==> config.mk <==
export PLATFORM = sky130hd
export DESIGN_NAME = cacc_accumulator
export DESIGN_NICKNAME = d
export VERILOG_FILES = /design/src/logic/cacc_pkg.sv /design/src/logic/cacc_accumulator.sv
export SDC_FILE = /design/constraint.sdc
export NUM_CORES = 1
export LEC_CHECK = 0
export BUFFER_PORTS_ARGS = -buffer_cell sky130_fd_sc_hd__buf_4
export CAP_MARGIN = 0
export CORE_MARGIN = 2
export CORE_UTILIZATION = 50
export DETAILED_ROUTE_END_ITERATION = 6
export HOLD_SLACK_MARGIN = 0.03
export PLACE_DENSITY_LB_ADDON = 0.05
export SLEW_MARGIN = 10
export SYNTH_ARGS = -nofsm -noshare
export SYNTH_HDL_FRONTEND = slang
export SYNTH_SLANG_ARGS = --single-unit
==> constraint.sdc <==
create_clock -name core_clk -period 13.4 [get_ports core_clk]
set_input_delay 2.01 -clock core_clk [delete_from_list [all_inputs] [get_ports core_clk]]
set_output_delay 2.01 -clock core_clk [all_outputs]
set_load 0.02 [all_outputs]
==> src/logic/cacc_pkg.sv <==
// Package of constants, register map and carrier types for the coulomb accumulator
`default_nettype none
package cacc_pkg;
   // ==========================================================
   // Register offsets on the byte-wide register port
   localparam logic [7:0] ADDR_CTRL = 8'h00;
   localparam logic [7:0] ADDR_CFG = 8'h01;
   localparam logic [7:0] ADDR_CLEAR = 8'h02;
   localparam logic [7:0] ADDR_OFFSET = 8'h0B;
   localparam logic [7:0] ADDR_NET0 = 8'h10;
   localparam logic [7:0] ADDR_CHG0 = 8'h14;
   localparam logic [7:0] ADDR_DIS0 = 8'h18;
   localparam logic [7:0] ADDR_CUR0 = 8'h1C;
   localparam logic [7:0] ADDR_AVG0 = 8'h1E;

   // ==========================================================
   // Field positions in the control byte (00h)
   localparam int CTRL_ENABLE_BIT = 2;
   localparam int CTRL_FILTER_LO = 3;
   localparam int CTRL_GAIN_LO = 5;
   // Field positions in the configuration byte (01h)
   localparam int CFG_BYPASS_BIT = 0;
   localparam int CFG_OSR_LO = 1;
   localparam int CFG_AVGCNT_LO = 3;
   localparam int CFG_MASK_LO = 5;
   // Clear bits (02h)
   localparam int CLR_NET_BIT = 0;
   localparam int CLR_CHG_BIT = 1;
   localparam int CLR_DIS_BIT = 2;

   // ==========================================================
   // Reset values
   localparam logic [7:0] CTRL_RESET = 8'h00;
   localparam logic [7:0] CFG_RESET = 8'h10;
   localparam logic [7:0] OFFSET_RESET = 8'h00;

   // ==========================================================
   // Arithmetic layout
   localparam int FRAC_BITS = 6;
   localparam int SIDE_SHIFT = 2;
   localparam int STEP_W = 22;
   localparam int RECIP_SHIFT = 10;
   // 64/5 and 64/10.2 in units of 2^-10
   localparam logic [14:0] RECIP_DIV5 = 15'h3333;
   localparam logic [14:0] RECIP_DIV10P2 = 15'h1919;
   // Averaging counts per code, log2 (code 2'b10 gives 64)
   localparam logic [2:0] AVG_LOG2_C0 = 3'h4;
   localparam logic [2:0] AVG_LOG2_C1 = 3'h5;
   localparam logic [2:0] AVG_LOG2_C2 = 3'h6;
   localparam logic [2:0] AVG_LOG2_C3 = 3'h7;

   // ==========================================================
   // Carrier types
   typedef enum logic [1:0] {
      CACC_GAIN_LOW,
      CACC_GAIN_MID_A,
      CACC_GAIN_MID_B,
      CACC_GAIN_HIGH
   } cacc_gain_t;

   typedef struct packed {
      logic accum_enable;
      logic [1:0] filter_decim_sel;
      cacc_gain_t gain_sel;
      logic gain_scale_bypass;
      logic [1:0] oversample_sel;
      logic [1:0] avg_sample_count_sel;
      logic [2:0] accum_lowbit_mask;
   } cacc_cfg_t;

   typedef struct packed {
      logic avg_current_sign;
      logic [14:0] avg_current_magnitude;
   } cacc_avg_t;
endpackage : cacc_pkg
`default_nettype wire

==> src/logic/cacc_accumulator.sv <==
// Coulomb accumulation stage: register file, scaling, masking, totals, block average
//
// What this block does
// - Accumulate only while enable bit set
// - Net total is readable 32-bit register
// - Step is current LSB times period/3600
// - Six hidden fractional bits below net total
// - Divide by 5 or 10.2 per gain
// - Bypass bit selects unscaled accumulation
// - Disabled: updates discarded, totals hold
// - Separate charge and discharge totals, same scaling
// - Side totals two bits coarser than net
// - Clear bit wipes all totals, any enable
// - Clear bit returns to zero itself
// - Fixed non-overlapping block average, not moving
// - Average is sign plus 15-bit magnitude
// - Interval is conversion time times count
// - Code 2'b10 averages 64 samples
// - Full 16-bit sample enters accumulation
// - Mask zeroes selectable low sample bits
// - Mask never touches readable current value
// - Masking truncates toward minus infinity
// - Manual offset added to every sample
// - Filter select chooses decimation and period
// - Each period updates current; net total too while enabled
// - No current output during converter latency
// - Current register MSB is direction
// - Gain select drives amplifier gain code
`timescale 1ns/1ns
`default_nettype none
module cacc_accumulator #(
   parameter int SAMPLE_W = 16,
   parameter int TOTAL_W = 32
) (
   // Clock and reset
   input wire logic core_clk,
   input wire logic rst,
   // Register port from the serial front end
   input wire logic [7:0] reg_addr,
   input wire logic [7:0] reg_wdata,
   input wire logic reg_wr,
   input wire logic reg_rd,
   output logic [7:0] reg_rdata,
   output logic reg_rvalid,
   // Converter result, one pulse per conversion period
   input wire logic sample_valid,
   input wire logic [SAMPLE_W-1:0] sample_value,
   input wire logic conv_settling,
   // Settings to the amplifier and converter
   output logic [1:0] amp_gain_sel,
   output logic [1:0] conv_filter_sel,
   output logic [1:0] conv_oversample_sel,
   // Block average result
   output logic avg_valid,
   output logic avg_current_sign,
   output logic [14:0] avg_current_magnitude
);

   localparam int ACC_W = TOTAL_W + cacc_pkg::FRAC_BITS;
   localparam int SIDE_W = ACC_W + cacc_pkg::SIDE_SHIFT;
   localparam int STEP_W = cacc_pkg::STEP_W;

   // Width budget: the net total keeps the hidden fraction below its visible
   // 32 bits; the side totals keep two more bits on top, so their visible
   // window sits two places higher and reads two bits coarser than the net one.
   // A step is at most a full-scale sample times 64, which fits STEP_W bits.

   // ==========================================================
   // Configuration registers
   // Unmapped addresses ignore writes; the clear address stores nothing
   cacc_pkg::cacc_cfg_t cfg;
   logic [7:0] manual_offset;
   logic [7:0] ctrl_byte;
   logic [7:0] cfg_byte;
   logic clear_req;

   // Control and config bytes as written, kept whole for read-back
   // Writes land on the strobe edge, so a setting acts from the next cycle
   always_ff @(posedge core_clk) begin
      if (rst) begin
         ctrl_byte <= cacc_pkg::CTRL_RESET;
         cfg_byte <= cacc_pkg::CFG_RESET;
         manual_offset <= cacc_pkg::OFFSET_RESET;
      end else if (reg_wr) begin
         case (reg_addr)
            cacc_pkg::ADDR_CTRL: ctrl_byte <= reg_wdata;
            cacc_pkg::ADDR_CFG: cfg_byte <= reg_wdata;
            cacc_pkg::ADDR_OFFSET: manual_offset <= reg_wdata;
            default: ;
         endcase
      end
   end

   // Decode fields into the carrier struct
   // Pure wiring; every field comes straight from a register bit
   always_comb begin
      cfg.accum_enable = ctrl_byte[cacc_pkg::CTRL_ENABLE_BIT];
      cfg.filter_decim_sel = ctrl_byte[cacc_pkg::CTRL_FILTER_LO +: 2];
      cfg.gain_sel = cacc_pkg::cacc_gain_t'(ctrl_byte[cacc_pkg::CTRL_GAIN_LO +: 2]);
      cfg.gain_scale_bypass = cfg_byte[cacc_pkg::CFG_BYPASS_BIT];
      cfg.oversample_sel = cfg_byte[cacc_pkg::CFG_OSR_LO +: 2];
      cfg.avg_sample_count_sel = cfg_byte[cacc_pkg::CFG_AVGCNT_LO +: 2];
      cfg.accum_lowbit_mask = cfg_byte[cacc_pkg::CFG_MASK_LO +: 3];
   end

   // ==========================================================
   // Settings toward the amplifier and converter
   // Straight from the register flip-flops, so they never glitch; the
   // converter owns the conversion period, so filter and oversample
   // settings reach the totals only through the pace of sample_valid.
   assign amp_gain_sel = cfg.gain_sel;
   assign conv_filter_sel = cfg.filter_decim_sel;
   assign conv_oversample_sel = cfg.oversample_sel;

   // ==========================================================
   // Clear strobe
   // Clearing wins over a preset and over accumulation in the same cycle
   // One-shot clear: any write with a clear bit set fires it for one cycle
   // Nothing is stored, so the bits read back as zero right away
   assign clear_req = reg_wr && (reg_addr == cacc_pkg::ADDR_CLEAR) &&
                      (reg_wdata[cacc_pkg::CLR_NET_BIT] || reg_wdata[cacc_pkg::CLR_CHG_BIT] ||
                       reg_wdata[cacc_pkg::CLR_DIS_BIT]);

   // ==========================================================
   // Sample path: offset, current register, mask, scale
   logic take_sample;
   logic signed [SAMPLE_W-1:0] offset_sample;
   logic signed [SAMPLE_W-1:0] current_value;
   logic signed [SAMPLE_W-1:0] masked_sample;
   logic [SAMPLE_W-1:0] mask_bits;
   logic signed [STEP_W-1:0] step;
   logic signed [STEP_W+15:0] scaled_prod;

   // Samples during converter settling are dropped entirely
   // No current, no total and no average count moves for them
   assign take_sample = sample_valid && !conv_settling;

   // Offset is sign-extended and applied to every sample.
   // The add wraps at the sample width: an offset that pushes a sample past
   // full scale folds it over, so keep the offset small against full scale.
   assign offset_sample = SAMPLE_W'($signed(sample_value) +
                          $signed({{(SAMPLE_W-8){manual_offset[7]}}, manual_offset}));

   // Readable current keeps the full unmasked word, two's complement
   // It updates whether or not accumulation is enabled
   always_ff @(posedge core_clk) begin
      if (rst) begin
         current_value <= '0;
      end else if (take_sample) begin
         current_value <= offset_sample;
      end
   end

   // Clearing low bits of a two's complement word floors it: positive
   // samples lose magnitude, negative ones gain it. Width 0 passes all bits.
   // The average uses the unmasked word, like the readable current.
   always_comb begin
      mask_bits = ~((SAMPLE_W'(1) << cfg.accum_lowbit_mask) - SAMPLE_W'(1));
      masked_sample = offset_sample & mask_bits;
   end

   // Step in units of the internal LSB; fixed-point reciprocal keeps the
   // divider out of the path at the cost of a tiny rounding error.
   // The internal LSB is a 64th of the visible one: an unscaled step is the
   // sample shifted up six places, a scaled one the sample times 64/divisor.
   // Gain codes 01 and 10 select the same amplifier gain, so share a divisor.
   always_comb begin
      scaled_prod = '0;
      case (cfg.gain_sel)
         cacc_pkg::CACC_GAIN_MID_A,
         cacc_pkg::CACC_GAIN_MID_B: begin
            scaled_prod = (STEP_W+16)'(masked_sample * $signed({1'b0, cacc_pkg::RECIP_DIV5}));
         end
         cacc_pkg::CACC_GAIN_HIGH: begin
            scaled_prod = (STEP_W+16)'(masked_sample * $signed({1'b0, cacc_pkg::RECIP_DIV10P2}));
         end
         default: begin
            scaled_prod = (STEP_W+16)'(masked_sample) <<< (cacc_pkg::FRAC_BITS + cacc_pkg::RECIP_SHIFT);
         end
      endcase
      if (cfg.gain_scale_bypass || cfg.gain_sel == cacc_pkg::CACC_GAIN_LOW) begin
         step = STEP_W'(masked_sample) <<< cacc_pkg::FRAC_BITS;
      end else begin
         step = STEP_W'(scaled_prod >>> cacc_pkg::RECIP_SHIFT);
      end
   end

   // ==========================================================
   // Totals
   // Each total updates on the edge that takes the sample
   logic [ACC_W-1:0] net_acc;
   logic [SIDE_W-1:0] chg_acc;
   logic [SIDE_W-1:0] dis_acc;
   logic accum_go;
   logic net_byte_wr;
   logic [1:0] net_byte_sel;
   logic [STEP_W-1:0] step_mag;

   assign accum_go = take_sample && cfg.accum_enable;
   assign net_byte_wr = reg_wr && (reg_addr[7:2] == cacc_pkg::ADDR_NET0[7:2]);
   assign net_byte_sel = reg_addr[1:0];
   assign step_mag = step[STEP_W-1] ? STEP_W'(-step) : step;

   // Totals wrap silently on overflow, as a free-running counter would
   // Net total: clear beats a host preset, preset beats accumulation.
   // A preset while enabled is honoured; software is expected to disable first
   // Any byte write zeroes the hidden fraction, so a preset starts clean
   always_ff @(posedge core_clk) begin
      if (rst) begin
         net_acc <= '0;
      end else if (clear_req) begin
         net_acc <= '0;
      end else if (net_byte_wr) begin
         net_acc[cacc_pkg::FRAC_BITS-1:0] <= '0;
         net_acc[cacc_pkg::FRAC_BITS + 8*net_byte_sel +: 8] <= reg_wdata;
      end else if (accum_go) begin
         net_acc <= net_acc + ACC_W'($signed(step));
      end
   end

   // Charge side: positive samples only, magnitude
   // Zero steps land here and add nothing
   always_ff @(posedge core_clk) begin
      if (rst) begin
         chg_acc <= '0;
      end else if (clear_req) begin
         chg_acc <= '0;
      end else if (accum_go && !step[STEP_W-1]) begin
         chg_acc <= chg_acc + SIDE_W'(step_mag);
      end
   end

   // Discharge side: negative samples only, magnitude
   // Magnitude of the step, so this total only ever counts up
   always_ff @(posedge core_clk) begin
      if (rst) begin
         dis_acc <= '0;
      end else if (clear_req) begin
         dis_acc <= '0;
      end else if (accum_go && step[STEP_W-1]) begin
         dis_acc <= dis_acc + SIDE_W'(step_mag);
      end
   end

   // Visible windows; side totals sit two bits coarser than the net one
   // Net keeps its fraction hidden; side windows drop two more bits
   logic [TOTAL_W-1:0] net_coulomb_total;
   logic [TOTAL_W-1:0] charge_in_total;
   logic [TOTAL_W-1:0] charge_out_total;
   assign net_coulomb_total = net_acc[ACC_W-1 -: TOTAL_W];
   assign charge_in_total = chg_acc[SIDE_W-1 -: TOTAL_W];
   assign charge_out_total = dis_acc[SIDE_W-1 -: TOTAL_W];

   // ==========================================================
   // Block average over a fixed count of samples
   logic [2:0] avg_log2;
   logic [7:0] avg_count;
   logic [7:0] avg_target;
   logic signed [SAMPLE_W+7:0] avg_sum;
   logic signed [SAMPLE_W+7:0] next_sum;
   logic signed [SAMPLE_W+7:0] avg_mean;
   cacc_pkg::cacc_avg_t avg_result;

   // Count select to log2 of samples per interval
   // Codes give 16, 32, 64 and 128 samples
   always_comb begin
      case (cfg.avg_sample_count_sel)
         2'h0: avg_log2 = cacc_pkg::AVG_LOG2_C0;
         2'h1: avg_log2 = cacc_pkg::AVG_LOG2_C1;
         2'h2: avg_log2 = cacc_pkg::AVG_LOG2_C2;
         default: avg_log2 = cacc_pkg::AVG_LOG2_C3;
      endcase
      avg_target = 8'(9'h001 << avg_log2) - 8'h01;
      next_sum = avg_sum + (SAMPLE_W+8)'($signed(offset_sample));
      avg_mean = next_sum >>> avg_log2;
   end

   // Sum restarts after each interval, so intervals never overlap.
   // A count code changed mid-interval acts at once: when the samples
   // already summed reach or pass the new count less one, the next sample closes
   // the interval, and the sum of all its samples is divided by the new count.
   // The sum is wide enough for the longest interval at full scale.
   always_ff @(posedge core_clk) begin
      if (rst) begin
         avg_count <= '0;
         avg_sum <= '0;
      end else if (take_sample) begin
         if (avg_count >= avg_target) begin
            avg_count <= '0;
            avg_sum <= '0;
         end else begin
            avg_count <= avg_count + 8'h01;
            avg_sum <= next_sum;
         end
      end
   end

   // ==========================================================
   // Block average result
   // Result in sign and magnitude form, magnitude saturating at 15 bits.
   // The mean is floored, so a small negative average reads as magnitude one.
   always_ff @(posedge core_clk) begin
      if (rst) begin
         avg_result <= '0;
         avg_valid <= 1'b0;
      end else begin
         avg_valid <= 1'b0;
         if (take_sample && avg_count >= avg_target) begin
            avg_valid <= 1'b1;
            avg_result.avg_current_sign <= avg_mean[SAMPLE_W+7];
            if (avg_mean[SAMPLE_W+7]) begin
               avg_result.avg_current_magnitude <= (-avg_mean > 24'sh007FFF) ? 15'h7FFF
                                                   : 15'(-avg_mean);
            end else begin
               avg_result.avg_current_magnitude <= (avg_mean > 24'sh007FFF) ? 15'h7FFF
                                                   : 15'(avg_mean);
            end
         end
      end
   end

   assign avg_current_sign = avg_result.avg_current_sign;
   assign avg_current_magnitude = avg_result.avg_current_magnitude;

   // ==========================================================
   // Read-back, one cycle after the read strobe
   // Multi-byte totals are not snapshotted; read while disabled for a clean word
   // Map: 00 control, 01 configuration, 02 clear (reads zero), 0B offset,
   // 10-13 net, 14-17 charge, 18-1B discharge, 1C-1D current, 1E-1F average;
   // every multi-byte value is little endian, anything else reads zero.
   logic [7:0] read_mux;

   always_comb begin
      read_mux = 8'h00;
      if (reg_addr[7:2] == cacc_pkg::ADDR_NET0[7:2]) begin
         read_mux = net_coulomb_total[8*reg_addr[1:0] +: 8];
      end else if (reg_addr[7:2] == cacc_pkg::ADDR_CHG0[7:2]) begin
         read_mux = charge_in_total[8*reg_addr[1:0] +: 8];
      end else if (reg_addr[7:2] == cacc_pkg::ADDR_DIS0[7:2]) begin
         read_mux = charge_out_total[8*reg_addr[1:0] +: 8];
      end else begin
         case (reg_addr)
            cacc_pkg::ADDR_CTRL: read_mux = ctrl_byte;
            cacc_pkg::ADDR_CFG: read_mux = cfg_byte;
            cacc_pkg::ADDR_CLEAR: read_mux = 8'h00;
            cacc_pkg::ADDR_OFFSET: read_mux = manual_offset;
            cacc_pkg::ADDR_CUR0: read_mux = current_value[7:0];
            8'h1D: read_mux = current_value[15:8];
            cacc_pkg::ADDR_AVG0: read_mux = avg_result[7:0];
            8'h1F: read_mux = avg_result[15:8];
            default: read_mux = 8'h00;
         endcase
      end
   end

   // Registered read data and its strobe; data holds until the next read,
   // so a slow host may take it any time before its next strobe
   always_ff @(posedge core_clk) begin
      if (rst) begin
         reg_rdata <= 8'h00;
         reg_rvalid <= 1'b0;
      end else begin
         reg_rvalid <= reg_rd;
         if (reg_rd) begin
            reg_rdata <= read_mux;
         end
      end
   end

endmodule : cacc_accumulator
`default_nettype wire

==> impl_metrics.tcl, run 1 <==
set metrics [dict create \
    dr.pass1.iters 6 \
    start_util_pct 50.92 \
    setup_viol 0 \
    synth_top_area_cell "dfxtp_1" \
    grt_pass1_wl_um 129500 \
    ys_async_sr_fraction_pct 0 \
    hp-start "current_value[9]" \
    drive_gt1_share_pct 9.876 \
    synth_seq_area_share_pct 17.28 \
    status "completed" \
    p_per_area_nw_per_um2 164.4 \
    tightest_slew_ps 1169 \
    num_rows 81 \
    grt_usage_pct 31.18 \
    layout_common_cells "inv_1, nand2_1, ha_1" \
    finalCriticalPeriod_ps 12800 \
    synth_seq_cells 216 \
    vias 23500 \
    clock-skew-final_ps 14.49 \
    worstSetupEndpoint "dis_acc[36]" \
    grt-ovfl-total 0 \
    fin_nets 3672 \
    cts-root-buf "clkbuf_16" \
    drtIter0Drc 2126 \
    die_y_um 227.7 \
    reg2reg_to "dis_acc[36]" \
    avgRoutedWirePerCell_um 21.20 \
    synthCells 3143 \
    total_power_mw 4.543 \
    synth_edf_count 0 \
    core_um2 49150 \
    combinationalPowerShare_pct 68.8 \
    drv_cap 0 \
    grt_pass1_vias 22920 \
    synth_cell_types 97 \
    reg2regPathDepth 46 \
    critPathKind "input port to flop" \
    cellLeakagePower_nw 12.50 \
    cts_tree "done" \
    antenna_found_initial 0 \
    hold_class "flop to flop" \
    worstPathArrival_ps 13200 \
    via_per_inst 6.034 \
    synth_nets 3604 \
    p_sw_mw 2.185 \
    slew_headroom_pct 21.82 \
    synthFlopType "dfxtp_1" \
    syn2layout_area_growth_pct 10.42 \
    hold_ws_ps 458.4 \
    final_common_cell "inv_1" \
    critPathMaxFanout 11 \
    dp_hpwl_um 65770 \
    startpoint_type "input port" \
    end_kind "flop" \
    cts_hold_buf 0 \
    portBuffers 69 \
    slowest_delay_ps 540 \
    fmax_mhz 78.15 \
    remaining_drc_errors 0 \
    synth_area_leaders "dfxtp_1, ha_1, fa_1" \
    final_util_pct 56.23 \
    ant_nets 0 \
    cp_slowest_cell "fa_1" \
    syn-cell-area_um2 25030 \
    drv_slew 0 \
    crit_start "sample_value[0]" \
    clk_pin_slew_ps 60 \
    io_pins 70 \
    swShare_pct 48.09 \
    cts_made_buffers 27 \
    yosys_warnings 0 \
    synth_top_area_share_pct 17.28 \
    worstSkewPairLatency_ps 560 \
    seq_area_um2 4324 \
    hold_viol 0 \
    setup_slack_ps 604.4 \
    cts_sinks 216 \
    place.gp.congestion 0.9615 \
    syn_avg_cell_area_um2 7.964 \
    routed_wl_um 82590 \
    crit_path_frequent_cell "inv_1" \
    htree_num_levels 1 \
    fillCellCount 4627 \
    cts.path.max_buffers 3 \
    multiInputGateArea_um2 19050 \
    ff2ff_setup_slack_ps 1780 \
    p_clk_share_pct 16.7 \
    r2r-start "manual_offset[0]" \
    ir_drop_v 0.0001710 \
    dieArea_um2 51870 \
    cp.required_ps 13810 \
    p_int_mw 2.358 \
    pre_cts_ws_ps -123.9 \
    min_period_over_period_pct 95.49 \
    pwr-share-seq_pct 14.5 \
    grt_max_degree 80 \
    die_x_um 227.7 \
]
[registers in the layout, summed over array words and instances, names as in the netlist]
register and count:
net_acc 38, chg_acc 40, dis_acc 40, reg_rdata 8
current_value 16, ctrl_byte 8, avg_count 8, reg_rvalid 1
avg_sum 24, cfg_byte 8, avg_valid 1, manual_offset 8
avg_current_sign 1, avg_current_magnitude 15
[cells by family (layout without fill, tap and decap cells)]
logic type / after synthesis / in the layout / share of synthesized area, %
AO/OA/AOI/OAI: 841 / 841 / 22.31
other: 0 / 1 / 0
AND/OR/NAND/NOR: 932 / 932 / 17.58
multiplexers: 52 / 52 / 3.449
adder cells (fa/ha/maj): 423 / 423 / 25.04
XOR/XNOR: 199 / 199 / 6.993
flip-flops: 216 / 216 / 17.28
buffers and inverters: 480 / 567 / 7.353
[critical path: cells and delay by family]
kind            cells  cell delay [ps]
xor+xnor            3              510
fa+ha+maj          10             4310
mux                 1              330
buf+inv             9             1010
compound gates     19             3960
simple gates        5             1060
[metal layers]
metal,wire length (um),share of wire (%),track usage [%],vias up
met5,0,0,0,-
met4,2970,3.6,10.03,0
met3,5527,6.7,3.472,145
met2,37550,45,51.44,808
met1,36530,44,42.66,11300
li1,-,-,-,11260
[through the flow]
step	instance area (um^2)	instances	setup TNS, ps
2_1_floorplan	25040	3143	0
3_3_place_gp	26600	3845	0
3_5_place_dp	26600	3845	-777.7
4_1_cts	27500	3893	0
5_1_grt	27640	3894	-17.26
6_report	27640	3895	0
[power groups by stage]
stage	Sequential, mW	Combinational, mW	Clock (mW)
after floorplan	0.672	2.19	0
after CTS	0.658	3.07	0.768
final	0.658	3.13	0.760
after global placement	0.672	3.04	0
after global routing	0.658	3.51	0.794
after detailed placement	0.672	3.05	0
[final cells by class]
type | count | area share, %
multi-input cells | 2447 | 68.92
clock buffers | 34 | 2.648
repair buffers | 157 | 4.265
flip-flops and latches | 216 | 15.65
diodes | 1 | 0.009054
well taps | 664 | 3.006
clock inverters | 14 | 0.5931
inverters | 362 | 4.916
[how the worst min path moves through the flow]
stage                                   end  slack [ps]  cells after the start
after floorplan           current_value[11]         440                      2
after global placement     current_value[8]         440                      2
after detailed placement   current_value[9]         450                      2
after CTS                  current_value[9]         460                      2
after global routing       current_value[1]         470                      2
final                      current_value[9]         460                      2
[synth_stat cells, types with 15 or more instances]
cell,n
inv_1,361
a31oi_1,24
nor2b_1,20
o21ai_0,139
dfxtp_1,216
clkbuf_1,96
or3_1,27
or2_2,18
xnor2_1,128
o211ai_1,18
a211oi_1,31
nor4_1,15
a22oi_1,32
ha_1,293
and3_1,26
and2_1,20
nand4_1,34
o21bai_1,24
a21o_1,57
o21a_1,25
o221ai_1,21
nand2_1,332
nor2_1,202
nand3_1,91
o31ai_1,15
mux2i_1,21
nand2b_1,27
xor2_1,70
a221oi_1,16
a21oi_1,274
fa_1,130
mux4_2,27
nor3_1,69
[repair_timing]
action                                 CTS  global route
gates resized for setup                  0            31
endpoints found under the hold margin    0             0
buffers inserted                         0             1
setup endpoints to repair                0            43
No activity file was read; power rests on OpenSTA's default activity.
==> run 2: changes to the inputs <==
Settings changed: CORE_UTILIZATION 50 to 35.
==> run 2 against run 1 <==
Clock-buffer cell count increased by 9. Critical path depth fell by 5. Maximum frequency grew 0.85%. Clock power rose by 13%. First-iteration DRC count shrank 19%. Cell count increased by 8.1%. Setup slack better by 110 ps. Largest power group unchanged.
==> impl_metrics.tcl, run 2 (synthesis gave the netlist of run 1 again) <==
set metrics [dict create \
    clock-skew-final_ps 18.72 \
    swShare_pct 47.66 \
    grt_pass1_wl_um 139600 \
    cts_tree "done" \
    crit_path_frequent_cell "ha_1" \
    cts_setup_buffers 0 \
    dr.pass1.iters 6 \
    drv_cap 0 \
    htree_num_levels 1 \
    place.gp.congestion 0.9268 \
    end_kind "flop" \
    fmax_mhz 78.81 \
    p_clk_share_pct 18.3 \
    syn2layout_area_growth_pct 12.79 \
    min_period_over_period_pct 94.69 \
    portBuffers 69 \
    hold_class "flop to flop" \
    grt_max_degree 81 \
    routed_wl_um 90120 \
    critPathKind "input port to flop" \
    vias 23420 \
    dp_hpwl_um 72400 \
    drtIter0Drc 1715 \
    place_area_um2 27150 \
    p_int_mw 2.453 \
    reg.largest.list "chg_acc (40), dis_acc (40), net_acc (38)" \
    total_power_mw 4.686 \
    cellLeakagePower_nw 12.66 \
    final_common_cell "inv_1" \
    startpoint_type "input port" \
    start_util_pct 35.20 \
    cp_top_family "compound AO/OA/AOI/OAI gates" \
    cts_made_buffers 29 \
    avgRoutedWirePerCell_um 21.41 \
    slew_headroom_pct 11.14 \
    worstSkewPairLatency_ps 570 \
    fin_nets 3697 \
    io_pins 70 \
    combinationalPowerShare_pct 67.6 \
    grt_usage_pct 24.27 \
    grt-ovfl-total 0 \
    status "completed" \
    cts_sinks 216 \
    cts-root-buf "clkbuf_16" \
    ant_nets 0 \
    via_per_inst 5.564 \
    critPathMaxFanout 7 \
    slowest_delay_ps 550 \
    cts.path.max_buffers 3 \
    p_sw_mw 2.233 \
    hold_viol 0 \
    cp_slowest_cell "fa_1" \
    ir_drop_v 0.0001670 \
    clk_pin_slew_ps 60 \
    cp.required_ps 13920 \
    grt_pass1_vias 23240 \
    antenna_found_initial 0 \
    crit_buf_inv 5 \
    setup_viol 0 \
    fin_area_um2 28230 \
    remaining_drc_errors 0 \
    pwr-share-seq_pct 14.0 \
    drive_gt1_share_pct 10.25 \
    dieArea_um2 73670 \
    worstPathArrival_ps 13210 \
    tns_ps 0 \
    die_y_um 271.4 \
    num_rows 98 \
    core_um2 71120 \
    finalCriticalPeriod_ps 12690 \
    tightest_slew_ps 1319 \
    p_per_area_nw_per_um2 166.0 \
    layout_common_cells "inv_1, nand2_1, ha_1" \
    drv_slew 0 \
    die_x_um 271.4 \
]
[run 2: stage by stage]
stage | hold slack, ps | instances | worst slack [ps] | utilization, %
after floorplan | 436.0 | 3143 | 122.0 | -
after global placement | 442.1 | 4155 | -13.87 | 38.17
after detailed placement | 447.1 | 4155 | -92.78 | 38.17
after CTS | 455.2 | 4208 | 505.7 | 39.63
after global routing | 469.8 | 4208 | -18.02 | 39.69
final | 457.8 | 4209 | 711.9 | 39.70
[run 2: power groups by stage]
stage / combinational (mW) / sequential, mW / clock [mW]
2_1_floorplan: 2.19 / 0.672 / 0
3_3_place_gp: 3.13 / 0.672 / 0
3_5_place_dp: 3.13 / 0.672 / 0
4_1_cts: 3.16 / 0.658 / 0.879
5_1_grt: 3.60 / 0.659 / 0.905
6_report: 3.17 / 0.658 / 0.859
[run 2: worst reg2reg max path, delay by kind of cell, from the launching register on]
| kind | cells | cell delay, ps |
|---|---|---|
| and+or+nand+nor | 9 | 2190 |
| adders and majority gates | 9 | 3520 |
| DFF | 1 | 400 |
| AOI/OAI and AO/OA | 16 | 3960 |
| xor gates and xnor gates | 3 | 970 |
| buffers and inverters | 4 | 470 |
[run 2: cell type report]
class / instances / area, um^2
clock buffers: 43 / 858.3
inverters: 362 / 1359
multi-input cells: 2447 / 18970
diodes: 1 / 2.502
repair buffers: 180 / 1351
clock inverters: 10 / 175.2
well taps: 950 / 1189
fillers: 7447 / 42890
flip-flops and latches: 216 / 4324
[run 2: layer usage]
layer | vias up | global-route usage, % | wire length [um]
met2 | 534 | 40.08 | 41410
met5 | - | 0 | 0
met1 | 11480 | 34.34 | 42930
met4 | 0 | 4.526 | 1702
met3 | 84 | 2.636 | 4077
li1 | 11320 | - | -
[run 2: timing repair]
action | CTS | global route
resized for setup | 0 | 11
endpoints found under the setup margin | 0 | 36
hold buffers | 0 | 0
hold endpoints to repair | 0 | 0
[run 2: path summary, 6_finish.rpt]
path                      from           endpoint  slack [ps]  cells past startpoint
min          current_value[13]  current_value[13]         460                      2
max            sample_value[0]        chg_acc[27]         710                     42
min reg2reg  current_value[13]  current_value[13]         460                      2
max reg2reg   manual_offset[0]        chg_acc[27]        1830                     41
